**config.mk**
```make
export PLATFORM = sky130hd
export DESIGN_NAME = host_control_port
export DESIGN_NICKNAME = d
export VERILOG_FILES = /design/src/common/host_port_pkg.sv /design/src/rtl/pin_sync.sv /design/src/rtl/host_control_port.sv
export SDC_FILE = /design/constraint.sdc
export NUM_CORES = 1
export LEC_CHECK = 0
export BUFFER_PORTS_ARGS = -buffer_cell sky130_fd_sc_hd__buf_2
export CORE_MARGIN = 2
export CORE_UTILIZATION = 56
export DETAILED_ROUTE_END_ITERATION = 12
export PLACE_DENSITY = 0.78
export RECOVER_POWER = 50
export SETUP_SLACK_MARGIN = 0.2
export SLEW_MARGIN = 20
export SYNTH_ARGS = -nofsm -noshare
export SYNTH_HDL_FRONTEND = slang
export SYNTH_SLANG_ARGS = --single-unit
```
**constraint.sdc**
```tcl
create_clock -name sys_clk -period 2.5 [get_ports sys_clk]
set_input_delay 0.5 -clock sys_clk [delete_from_list [all_inputs] [get_ports sys_clk]]
set_output_delay 0.5 -clock sys_clk [all_outputs]
set_load 0.03 [all_outputs]
```
**src/common/host_port_pkg.sv**
```systemverilog
package host_port_pkg;

	// Host link selected by the mode strap pins.
	typedef enum logic [1:0] {
		MODE_SERIAL = 2'b00,
		MODE_SEP_STROBE = 2'b01,
		MODE_DATA_STROBE = 2'b10,
		MODE_NONE = 2'b11
	} host_mode_t;

	// Parallel access sequencer states.
	typedef enum logic [1:0] {
		P_IDLE = 2'b00,
		P_SETTLE = 2'b01,
		P_WAIT_RD = 2'b10,
		P_DONE = 2'b11
	} par_state_t;

	// Every pin from the host, gathered so one synchroniser serves them all.
	typedef struct packed {
		logic [1:0] mode;
		logic shift_clk;
		logic serial_in_line;
		logic shift_edge_select;
		logic serial_sel_n;
		logic ale;
		logic rd_n;
		logic wr_n;
		logic addr_strobe_input;
		logic data_strobe_low;
		logic rw_dir;
		logic [7:0] ad;
	} host_pins_t;

	localparam int PIN_W = $bits(host_pins_t);

	// Request towards the configuration and status registers of the device.
	typedef struct packed {
		logic wr;
		logic rd;
		logic [7:0] addr;
		logic [7:0] wdata;
	} reg_req_t;

	// Answer from the register array: one-cycle valid with data.
	typedef struct packed {
		logic rvalid;
		logic [7:0] rdata;
	} reg_rsp_t;

	localparam int DATA_W = 8;
	localparam int CLK_MHZ = 250;

	// Serial frame: command byte (bit 7 set means read, bits 6:0 address), then one data byte, MSB first.
	localparam int SER_CMD_RD_BIT = 7;
	localparam logic [4:0] SER_CMD_LAST = 5'h07;
	localparam logic [4:0] SER_DATA_LAST = 5'h0F;
	localparam logic [4:0] SER_FRAME_BITS = 5'h10;
	localparam logic [3:0] SER_OUT_BITS = 4'h8;

	// Write data on the parallel bus is taken after it has settled behind the synchroniser.
	localparam int WR_SETTLE_NS = 8;
	localparam int WR_SETTLE_CYC_I = (WR_SETTLE_NS * CLK_MHZ + 999) / 1000;
	localparam logic [3:0] WR_SETTLE_CYC = 4'(WR_SETTLE_CYC_I < 1 ? 1 : WR_SETTLE_CYC_I);

	localparam logic [7:0] AD_RESET = 8'h00;
	localparam logic [3:0] CNT_ZERO = 4'h0;

endpackage

```
**src/rtl/pin_sync.sv**
```systemverilog
`timescale 1ns/1ps
module pin_sync
	import host_port_pkg::*;
(
	input wire logic sys_clk, // system clock
	input wire logic rst_n, // asynchronous reset, active low
	input wire logic [PIN_W-1:0] pins_in, // raw host pins
	output logic [PIN_W-1:0] pins_now, // synchronised level
	output logic [PIN_W-1:0] pins_prev // synchronised level one cycle earlier
);

	genvar i;
	generate
		for (i = 0; i < PIN_W; i++) begin : g_bit
			logic meta_q;
			logic sync_q;
			logic prev_q;
			// Only the second stage reads the first; edge logic looks at the later two.
			always_ff @(posedge sys_clk or negedge rst_n) begin
				if (!rst_n) begin
					meta_q <= 1'b0;
					sync_q <= 1'b0;
					prev_q <= 1'b0;
				end else begin
					meta_q <= pins_in[i];
					sync_q <= meta_q;
					prev_q <= sync_q;
				end
			end
			assign pins_now[i] = sync_q;
			assign pins_prev[i] = prev_q;
		end
	endgenerate

endmodule // pin_sync

```
**src/rtl/host_control_port.sv**
```systemverilog
`timescale 1ns/1ps
// Behaviour
// - serial mode shifts register bits out serially
// - edge select high falling, low rising edge
// - data-strobe read: acknowledge low with valid data
// - data-strobe write: acknowledge low when data accepted
// - separate-strobe: ready low while access in progress
// - separate-strobe: ready high when access completes
// - separate-strobe: drive read data while read low
// - data-strobe, direction 0: capture write data
// - data-strobe, direction 1: drive read data
// - eight shared lines, address then data, MSB bit7
// - serial input sampled on shift-clock rising edge
// - address latched on latch-enable falling edge
// - address latched on address-strobe falling edge
module host_control_port
	import host_port_pkg::*;
(
	input wire logic sys_clk, // system clock, 250 MHz
	input wire logic rst_n, // asynchronous reset, active low
	input wire logic [1:0] host_mode, // link select strap, see host_mode_t
	input wire logic shift_clk, // serial shift clock from host
	input wire logic serial_in_line, // serial data from host
	input wire logic serial_sel_n, // serial frame select, active low
	input wire logic shift_edge_select, // serial output edge select
	output logic serial_out_line, // serial data to host
	input wire logic ale, // address latch enable, separate-strobe mode
	input wire logic rd_n, // read strobe, active low
	input wire logic wr_n, // write strobe, active low
	output logic rdy, // ready, low while a separate-strobe access is in progress
	input wire logic addr_strobe_input, // address strobe, data-strobe mode
	input wire logic data_strobe_low, // data strobe, active low
	input wire logic rw_dir, // direction, 1 read, 0 write
	output logic ack_n, // acknowledge, active low
	input wire logic [7:0] ad_in, // multiplexed bus, level seen at pins
	output logic [7:0] ad_out, // multiplexed bus, value driven
	output logic ad_oe, // multiplexed bus output enable, high drives
	output reg_req_t reg_req, // register access request, one-cycle strobes
	input wire reg_rsp_t reg_rsp // register read answer
);

	host_pins_t raw_pins;
	host_pins_t pin_now;
	host_pins_t pin_prev;
	host_mode_t mode;

	assign raw_pins = '{mode: host_mode, shift_clk: shift_clk, serial_in_line: serial_in_line,
		shift_edge_select: shift_edge_select, serial_sel_n: serial_sel_n, ale: ale, rd_n: rd_n,
		wr_n: wr_n, addr_strobe_input: addr_strobe_input, data_strobe_low: data_strobe_low,
		rw_dir: rw_dir, ad: ad_in};

	pin_sync u_sync (
		.sys_clk(sys_clk),
		.rst_n(rst_n),
		.pins_in(raw_pins),
		.pins_now(pin_now),
		.pins_prev(pin_prev)
	);

	assign mode = host_mode_t'(pin_now.mode);

	// Serial link.
	logic ser_on;
	logic sclk_rise;
	logic sclk_fall;
	logic out_edge;
	logic [4:0] bit_cnt_q;
	logic [7:0] in_sh_q;
	logic [7:0] in_next;
	logic cmd_rd_q;
	logic [6:0] cmd_addr_q;
	logic [7:0] out_sh_q;
	logic [3:0] out_cnt_q;
	logic sdo_q;
	logic ser_rd;
	logic ser_wr;

	assign ser_on = (mode == MODE_SERIAL) && !pin_now.serial_sel_n;
	assign sclk_rise = pin_now.shift_clk && !pin_prev.shift_clk;
	assign sclk_fall = !pin_now.shift_clk && pin_prev.shift_clk;
	assign out_edge = pin_now.shift_edge_select ? sclk_fall : sclk_rise;
	assign in_next = {in_sh_q[6:0], pin_now.serial_in_line};
	assign ser_rd = ser_on && sclk_rise && (bit_cnt_q == SER_CMD_LAST) && in_next[SER_CMD_RD_BIT];
	assign ser_wr = ser_on && sclk_rise && (bit_cnt_q == SER_DATA_LAST) && !cmd_rd_q;

	// Input bits are taken on the rising edge of the shift clock.
	always_ff @(posedge sys_clk or negedge rst_n) begin
		if (!rst_n) begin
			bit_cnt_q <= 5'h00;
			in_sh_q <= AD_RESET;
		end else if (!ser_on) begin
			bit_cnt_q <= 5'h00;
		end else if (sclk_rise && bit_cnt_q != SER_FRAME_BITS) begin
			in_sh_q <= in_next;
			bit_cnt_q <= bit_cnt_q + 5'h01;
		end
	end

	always_ff @(posedge sys_clk or negedge rst_n) begin
		if (!rst_n) begin
			cmd_rd_q <= 1'b0;
			cmd_addr_q <= 7'h00;
		end else if (!ser_on) begin
			cmd_rd_q <= 1'b0;
		end else if (sclk_rise && bit_cnt_q == SER_CMD_LAST) begin
			cmd_rd_q <= in_next[SER_CMD_RD_BIT];
			cmd_addr_q <= in_next[6:0];
		end
	end

	// The read answer must arrive within half a shift-clock period of the last command bit.
	always_ff @(posedge sys_clk or negedge rst_n) begin
		if (!rst_n) begin
			out_sh_q <= AD_RESET;
			out_cnt_q <= CNT_ZERO;
			sdo_q <= 1'b0;
		end else if (!ser_on) begin
			out_cnt_q <= CNT_ZERO;
		end else if (reg_rsp.rvalid && cmd_rd_q) begin
			out_sh_q <= reg_rsp.rdata;
		end else if (out_edge && cmd_rd_q && bit_cnt_q >= 5'h08 && out_cnt_q != SER_OUT_BITS) begin
			// The bit changes on the selected edge so the host can sample it on the other one.
			sdo_q <= out_sh_q[7];
			out_sh_q <= {out_sh_q[6:0], 1'b0};
			out_cnt_q <= out_cnt_q + 4'h1;
		end
	end

	assign serial_out_line = sdo_q;

	// Parallel links share one sequencer; only the strobe, direction and address-latch decode and the ready/acknowledge output differ.
	logic sep_on;
	logic ds_on;
	logic par_on;
	logic strobe_now;
	logic strobe_prev;
	logic strobe_fall;
	logic strobe_rise;
	logic want_read;
	logic addr_edge;
	par_state_t pst_q;
	logic [7:0] par_addr_q;
	logic [7:0] par_wdata_q;
	logic par_is_rd_q;
	logic [3:0] settle_q;
	logic [7:0] ad_out_q;
	logic ad_oe_q;
	logic par_rd;
	logic par_wr;

	assign sep_on = (mode == MODE_SEP_STROBE);
	assign ds_on = (mode == MODE_DATA_STROBE);
	assign par_on = sep_on || ds_on;
	assign strobe_now = sep_on ? (!pin_now.rd_n || !pin_now.wr_n) : !pin_now.data_strobe_low;
	assign strobe_prev = sep_on ? (!pin_prev.rd_n || !pin_prev.wr_n) : !pin_prev.data_strobe_low;
	assign strobe_fall = par_on && strobe_now && !strobe_prev;
	assign strobe_rise = !strobe_now && strobe_prev;
	assign want_read = sep_on ? !pin_now.rd_n : pin_now.rw_dir;
	assign addr_edge = sep_on ? (!pin_now.ale && pin_prev.ale)
		: (ds_on && !pin_now.addr_strobe_input && pin_prev.addr_strobe_input);

	// The bus carries the address first, bit 7 most significant.
	always_ff @(posedge sys_clk or negedge rst_n) begin
		if (!rst_n) begin
			par_addr_q <= AD_RESET;
		end else if (addr_edge) begin
			par_addr_q <= pin_prev.ad;
		end
	end

	always_ff @(posedge sys_clk or negedge rst_n) begin
		if (!rst_n) begin
			pst_q <= P_IDLE;
			par_is_rd_q <= 1'b0;
			settle_q <= CNT_ZERO;
			par_wdata_q <= AD_RESET;
		end else if (!par_on || (strobe_rise && pst_q != P_IDLE)) begin
			pst_q <= P_IDLE;
		end else begin
			unique case (pst_q)
				P_IDLE: begin
					if (strobe_fall) begin
						par_is_rd_q <= want_read;
						settle_q <= CNT_ZERO;
						pst_q <= want_read ? P_WAIT_RD : P_SETTLE;
					end
				end
				P_SETTLE: begin
					if (settle_q == WR_SETTLE_CYC) begin
						par_wdata_q <= pin_now.ad;
						pst_q <= P_DONE;
					end else begin
						settle_q <= settle_q + 4'h1;
					end
				end
				P_WAIT_RD: begin
					if (reg_rsp.rvalid) begin
						pst_q <= P_DONE;
					end
				end
				P_DONE: begin
					pst_q <= P_DONE;
				end
			endcase
		end
	end

	assign par_rd = (pst_q == P_IDLE) && strobe_fall && want_read;
	assign par_wr = (pst_q == P_SETTLE) && (settle_q == WR_SETTLE_CYC) && !strobe_rise;

	// Drivers turn on only once read data is held and drop with the end of the strobe.
	always_ff @(posedge sys_clk or negedge rst_n) begin
		if (!rst_n) begin
			ad_out_q <= AD_RESET;
			ad_oe_q <= 1'b0;
		end else if (pst_q == P_WAIT_RD && reg_rsp.rvalid && par_on && !strobe_rise) begin
			ad_out_q <= reg_rsp.rdata;
			ad_oe_q <= 1'b1;
		end else if (!par_on || strobe_rise || pst_q != P_DONE) begin
			ad_oe_q <= 1'b0;
		end
	end

	assign ad_out = ad_out_q;
	assign ad_oe = ad_oe_q;
	assign rdy = !(sep_on && (pst_q == P_SETTLE || pst_q == P_WAIT_RD));
	assign ack_n = !(ds_on && pst_q == P_DONE);

	// Requests towards the registers: only one link is active at a time.
	always_comb begin
		reg_req = '0;
		if (ser_on) begin
			reg_req.rd = ser_rd;
			reg_req.wr = ser_wr;
			reg_req.addr = ser_rd ? {1'b0, in_next[6:0]} : {1'b0, cmd_addr_q};
			reg_req.wdata = in_next;
		end else if (par_on) begin
			reg_req.rd = par_rd;
			reg_req.wr = par_wr;
			reg_req.addr = par_addr_q;
			reg_req.wdata = pin_now.ad;
		end
	end

	logic unused_wdata;
	assign unused_wdata = ^par_wdata_q;

endmodule // host_control_port

```
==> impl_metrics.yaml, run 1 <==
logic_synthesis:
  syn_avg_cell_area_um2: 12.9
  netlist_area_mm2: 0.00439
  synth_nets: 386
  synthCells: 340
  synth_edf_count: 0
  ys_seq_area_share_pct: 62.7
  yosys.area.top_type_share_pct: 62.7
  synthTopCellsByArea: "dfrtp_1 (63%), mux2_2 (8.0%), ha_1 (4.3%), nand2_1 (2.8%), mux2i_1 (2.3%)"
  synth_cell_types: 49
  yosysTopAreaCell: "dfrtp_1"
  ys.flop_type: "dfrtp_1"
  ys_async_sr_fraction_pct: 100
  ys_seq_elements: 110
  yosysWarnings: 0
  ys_top_cells_by_count: "dfrtp_1 (110), nand2_1 (33), mux2_2 (31)"
  synth.most_common_cell: "dfrtp_1"
timing:
  finalWorstSetupSlack_ps: -98.1
  fmax_mhz: 385
  tightest_slew_ps: 1590
  post-route-period-util_pct: 104
  relSlewSlack_pct: -6.14
  setup_viol: 8
  hold_viol_final: 0
  drv_slew: 33
  fin_crit_ps: 2600
  rsz0062_at_grt: "true"
  clock_skew_ps: 16.9
worst_setup_path:
  worst_path_largest_cell_delay_ps: 440
  critPathLaunchType: "flop"
  cp_max_fo: 8
  required_ps: 2000
  crit_slowest_cell: "dfrtp_1"
  cpMostUsedCell: "buf_6"
  criticalPathCategory: "reg2out"
  end_kind: "output port"
  cp.arrival_ps: 2100
  path_cells: "inv_2 > ha_4 > nor2b_4 > buf_6 > nor2_4 > buf_6 > a221o_1 > buf_6"
  crit_buf_inv: 4
  critical_path.top_delay_family: "buffers and inverters"
clock_tree:
  cts.sinks: 110
  clock_latency_ps: 380
  cts.clk_slew.worst_paths_ps: 120
  root_buffer: "clkbuf_8"
  cts_hold_buf: 0
  cts_tree: "built"
  cts_buffer_depth: 2
  cts_max_level: 3
  numCtsBuffers: 9
detailed_routing:
  drt_first_iter_violations: 139
  vias: 2922
  wl_per_cell_um: 16.7
  drtAntennaViolNets: 0
  dr.pass1.iters: 5
  totalWireLength_mm: 8.81
  drc: 0
  via_per_inst: 5.53
power_and_ir_drop:
  p_comb_share_pct: 21.9
  pwr-share-clk_pct: 28.2
  netSwitchingFraction_pct: 31.8
  p_leak_nw: 2.52
  p_total_mw: 4.17
  p_seq_share_pct: 50.0
  p_switching_mw: 1.33
  ir_worst_vdd_mv: 0.612
  power-per-cell-area_mw_per_mm2: 762
  p_int_mw: 2.85
floorplanning:
  fp-row-count: 32
  initial_core_util_pct: 57.4
  die_w_um: 92.5
  dieArea_mm2: 0.00856
  die_h_um: 92.5
  io-pin-count: 61
  core_area_mm2: 0.00765
grt:
  antenna_found_initial: 0
  grt_max_degree: 50
  grt_pass1_wl_mm: 14.4
  grt_pass1_vias: 2961
  grt_overflow: 0
  grt_usage_pct: 21.9
hold_path:
  hp-class: "in2reg"
status:
  status: "complete, but fails checks"
  violations: "max-capacitance violations, max-slew violations, negative setup slack"
cells_and_area:
  final_nets: 467
  diodes: 0
  n_fill_cell: 509
  stdcell_count: 528
  drive_above_1_share_pct: 38.7
  syn_to_final_growth_pct: 24.8
placement:
  gp_congestion: 0.885
  hpwl_mm: 6.09
  io_buffers: 60
  place_worst_setup_slack_ps: 108
  dp_cells: 503
flow_run:
  maxCapViolCount: 1
-- through the flow --
step | util (%) | hold WS, ps | TNS [ps] | cell area, um2
after floorplan | - | 204 | 0 | 4390
after global placement | 63.8 | 331 | 0 | 4880
after detailed placement | 63.8 | 335 | 0 | 4880
after CTS | 70.8 | 40.9 | -352 | 5410
after global routing | 71.6 | 186 | -1460 | 5480
final | 71.6 | 210 | -505 | 5480
-- final timing paths --
kind	startpoint	endpoint	slack (ps)	depth (start not counted)
min in group asynchronous	rst_n	out_cnt_q[2]	490	1
hold / removal	serial_in_line	u_sync.g_bit[16].meta_q	210	1
setup reg to reg	u_sync.g_bit[19].sync_q	pst_q[1]	230	7
hold reg to reg	u_sync.g_bit[13].meta_q	u_sync.g_bit[13].sync_q	360	0
max in group asynchronous	rst_n	u_sync.g_bit[3].sync_q	480	2
setup / recovery	u_sync.g_bit[18].sync_q	reg_req[13]	-100	8
-- power groups by stage --
stage	combinational (mW)	sequential (mW)	clock, mW
final	0.912	2.09	1.18
after global routing	0.984	2.11	1.28
after CTS	0.885	2.08	1.20
after detailed placement	0.817	2.11	0
after global placement	0.795	2.10	0
after floorplan	0.442	2.21	0
-- cells by family after synthesis --
kind of cell	share of synthesized area (%)
muxes	10.5
DFF	62.7
xor gates and xnor gates	1.20
adders and majority gates	4.28
AOI/OAI and AO/OA	7.16
and+or+nand+nor	11.9
buffers and inverters	2.25
-- cell type report --
type | count | area [um2] | area share, %
sequential | 110 | 2750 | 50.3
multi-input combinational | 205 | 1720 | 31.5
timing repair buffer | 81 | 587 | 10.7
tap | 102 | 128 | 2.33
clock buffer | 9 | 124 | 2.26
clock inverter | 7 | 110 | 2.01
inverter | 14 | 52.6 | 0.959
-- worst register-to-register path: cells and delay by family, from the launching register on --
family	cells	cell delay (ps)
adders and majority gates	1	230
buffers and inverters	1	110
AOI/OAI and AO/OA	3	1110
and+or+nand+nor	2	290
DFF	1	420
-- placed cells by master (no fill, tap or decap), types with 2 or more instances in the layout --
master    count
nor2_1       15
mux2i_1      10
nand3_1      11
o211ai_1      2
and2_1        2
o21ai_2       2
nand2_2       7
a21oi_1       3
xnor2_1       2
buf_2        42
nand2_1      25
mux2_2       31
clkinv_8      3
a311oi_1      3
buf_6        20
inv_2         2
inv_8         2
ha_4          2
inv_1        12
a22o_1        2
and3_4        9
clkbuf_8      9
ha_2          2
xor2_1        4
ha_1         11
nand4_1       5
a221o_1       7
nor2b_1       2
dfrtp_1     110
nand2b_4      2
o21ai_0      12
and3_1        3
buf_4        16
nand3b_1      3
-- flip-flops by register name, summed over array words and instances, names as in the netlist, 2 cells and up --
name,cells
u_sync.g_bit.meta_q,20
u_sync.g_bit.sync_q,20
u_sync.g_bit.prev_q,14
ad_out,8
out_sh_q,8
par_addr_q,8
cmd_addr_q,7
in_sh_q,7
bit_cnt_q,5
out_cnt_q,4
settle_q,4
pst_q,2
-- routing by layer --
metal	global-route usage, %	vias up	wire length [um]	part of all wire (%)
met5	0	-	0	0
met4	7.34	0	115	1.3
met3	4.88	12	398	4.5
met2	36.4	79	4480	51
met1	28.8	1472	3820	43
li1	-	1359	-	-
-- what timing repair did --
action | CTS | global route
gates cloned | 0 | 0
pin swaps | 14 | 5
setup endpoints to repair | 19 | 23
resized for setup | 72 | 12
setup buffers | 5 | 4
(Power assumes the default switching activity.)
==> run 2: changes to the inputs <==
--- a/config.mk
+++ b/config.mk
@@ -12,6 +12,7 @@
 export PLACE_DENSITY = 0.78
 export RECOVER_POWER = 50
 export SETUP_SLACK_MARGIN = 0.2
+export SKIP_CTS_REPAIR_TIMING = 1
 export SLEW_MARGIN = 20
 export SYNTH_ARGS = -nofsm -noshare
 export SYNTH_HDL_FRONTEND = slang
==> run 2 against run 1 <==
Against the previous run: the run still ends with max-capacitance violations, max-slew violations, negative setup slack left; count of clock-buffer cells in the layout unchanged; hold slack improved by 1.2 ps; total power increased by 0.98%; sequential share of layout area decreased by 0.80 points; die area unchanged.
==> impl_metrics.yaml, run 2 (synthesis results as in run 1) <==
power_and_ir_drop:
  power-per-cell-area_mw_per_mm2: 757
  p_total_mw: 4.21
  p_seq_share_pct: 49.6
  pwr-share-clk_pct: 28.0
  p_comb_share_pct: 22.4
  p_int_mw: 2.86
  p_leak_nw: 2.56
  p_switching_mw: 1.36
  ir_worst_vdd_mv: 0.630
  netSwitchingFraction_pct: 32.2
cells_and_area:
  drive_above_1_share_pct: 40.1
  fin_util_pct: 72.8
  layout_commonest_cell: "dfrtp_1"
  layout_common_cells: "dfrtp_1 (110), buf_2 (42), mux2_2 (31)"
  final_nets: 470
  syn_to_final_growth_pct: 26.9
  diodes: 0
  reg_top3: "u_sync.g_bit.meta_q: 20 flops, u_sync.g_bit.sync_q: 20 flops, u_sync.g_bit.prev_q: 14 flops"
  stdcell_count: 531
timing:
  fmax_mhz: 382
  rsz0062_at_grt: "true"
  fin_crit_ps: 2610
  finalWorstSetupSlack_ps: -115
  tightest_slew_ps: 1600
  post-route-period-util_pct: 105
  setup_viol: 8
  hold_viol_final: 0
  relSlewSlack_pct: -6.94
  tns_ps: -703
  clock_skew_ps: 18.2
  drv_slew: 33
detailed_routing:
  drt_first_iter_violations: 130
  drtAntennaViolNets: 0
  vias: 2950
  via_per_inst: 5.56
  drc: 0
  wl_per_cell_um: 17.4
  dr.pass1.iters: 4
  totalWireLength_mm: 9.23
clock_tree:
  root_buffer: "clkbuf_8"
  cts.sinks: 110
  cts_max_level: 3
  cts_tree: "built"
  numCtsBuffers: 9
  cts.clk_slew.worst_paths_ps: 120
  cts_buffer_depth: 2
  clock_latency_ps: 380
placement:
  hpwl_mm: 6.09
  io_buffers: 60
  gp_congestion: 0.885
  dp_cells: 503
  place_worst_setup_slack_ps: 108
floorplanning:
  io-pin-count: 61
  initial_core_util_pct: 57.4
  die_w_um: 92.5
  dieArea_mm2: 0.00856
  die_h_um: 92.5
  fp-row-count: 32
  core_area_mm2: 0.00765
hold_path:
  hp-class: "in2reg"
  min_delay_path_depth: 1
worst_setup_path:
  cp.arrival_ps: 2110
  cp_max_fo: 8
  end_kind: "output port"
  required_ps: 2000
  critPathLaunchType: "flop"
  criticalPathCategory: "reg2out"
  r2r_cells: 7
status:
  violations: "max-capacitance violations, max-slew violations, negative setup slack"
  status: "complete, but fails checks"
grt:
  grt_max_degree: 50
  grt_overflow: 0
  grt_pass1_wl_mm: 14.0
  grt_pass1_vias: 2852
  grt_usage_pct: 21.1
  antenna_found_initial: 0
flow_run:
  maxCapViolCount: 1
==> run 2: layer usage <==
layer	vias up	track usage [%]	wire (um)
li1	1363	-	-
met1	1499	28.5	4060
met2	72	34.0	4600
met3	16	4.88	371
met4	0	7.34	192
met5	-	0	0
==> run 2: power by group through the flow <==
stage / clock network [mW] / logic [mW] / registers, mW
floorplan: 0 / 0.442 / 2.21
global placement: 0 / 0.795 / 2.10
detailed placement: 0 / 0.817 / 2.11
CTS: 1.20 / 0.818 / 2.08
global route: 1.28 / 1.01 / 2.11
finish: 1.18 / 0.944 / 2.09
==> run 2: final timing paths <==
check                                         from                       to  slack (ps)
min in group asynchronous                    rst_n             out_cnt_q[2]         500
max in group asynchronous                    rst_n            cmd_addr_q[0]         470
min                                 serial_in_line  u_sync.g_bit[16].meta_q         210
max reg2reg                u_sync.g_bit[19].sync_q                 pst_q[1]         230
min reg2reg                u_sync.g_bit[13].meta_q  u_sync.g_bit[13].sync_q         360
max                                   bit_cnt_q[0]              reg_req[14]        -110
==> run 2: cell type report <==
| class | instances | area [um2] |
|---|---|---|
| clock buffer | 9 | 124 |
| clock inverter | 7 | 110 |
| fill | 490 | 2080 |
| inverter | 14 | 52.6 |
| multi-input combinational | 205 | 1770 |
| sequential | 110 | 2750 |
| tap | 102 | 128 |
| timing repair buffer | 84 | 633 |
==> run 2: critical path: stages, from the launching register on <==
cell	delay (ps)
dfrtp_1	410
ha_2	220
nand2_2	70
nor4_4	220
nand3_4	180
and3_4	180
a221o_1	290
buf_6	150
==> run 2: stage by stage <==
stage	hold slack (ps)	area, um2
6_report	211	5570
5_1_grt	186	5570
4_1_cts	40.9	5110
3_5_place_dp	335	4880
3_3_place_gp	331	4880
2_1_floorplan	204	4390
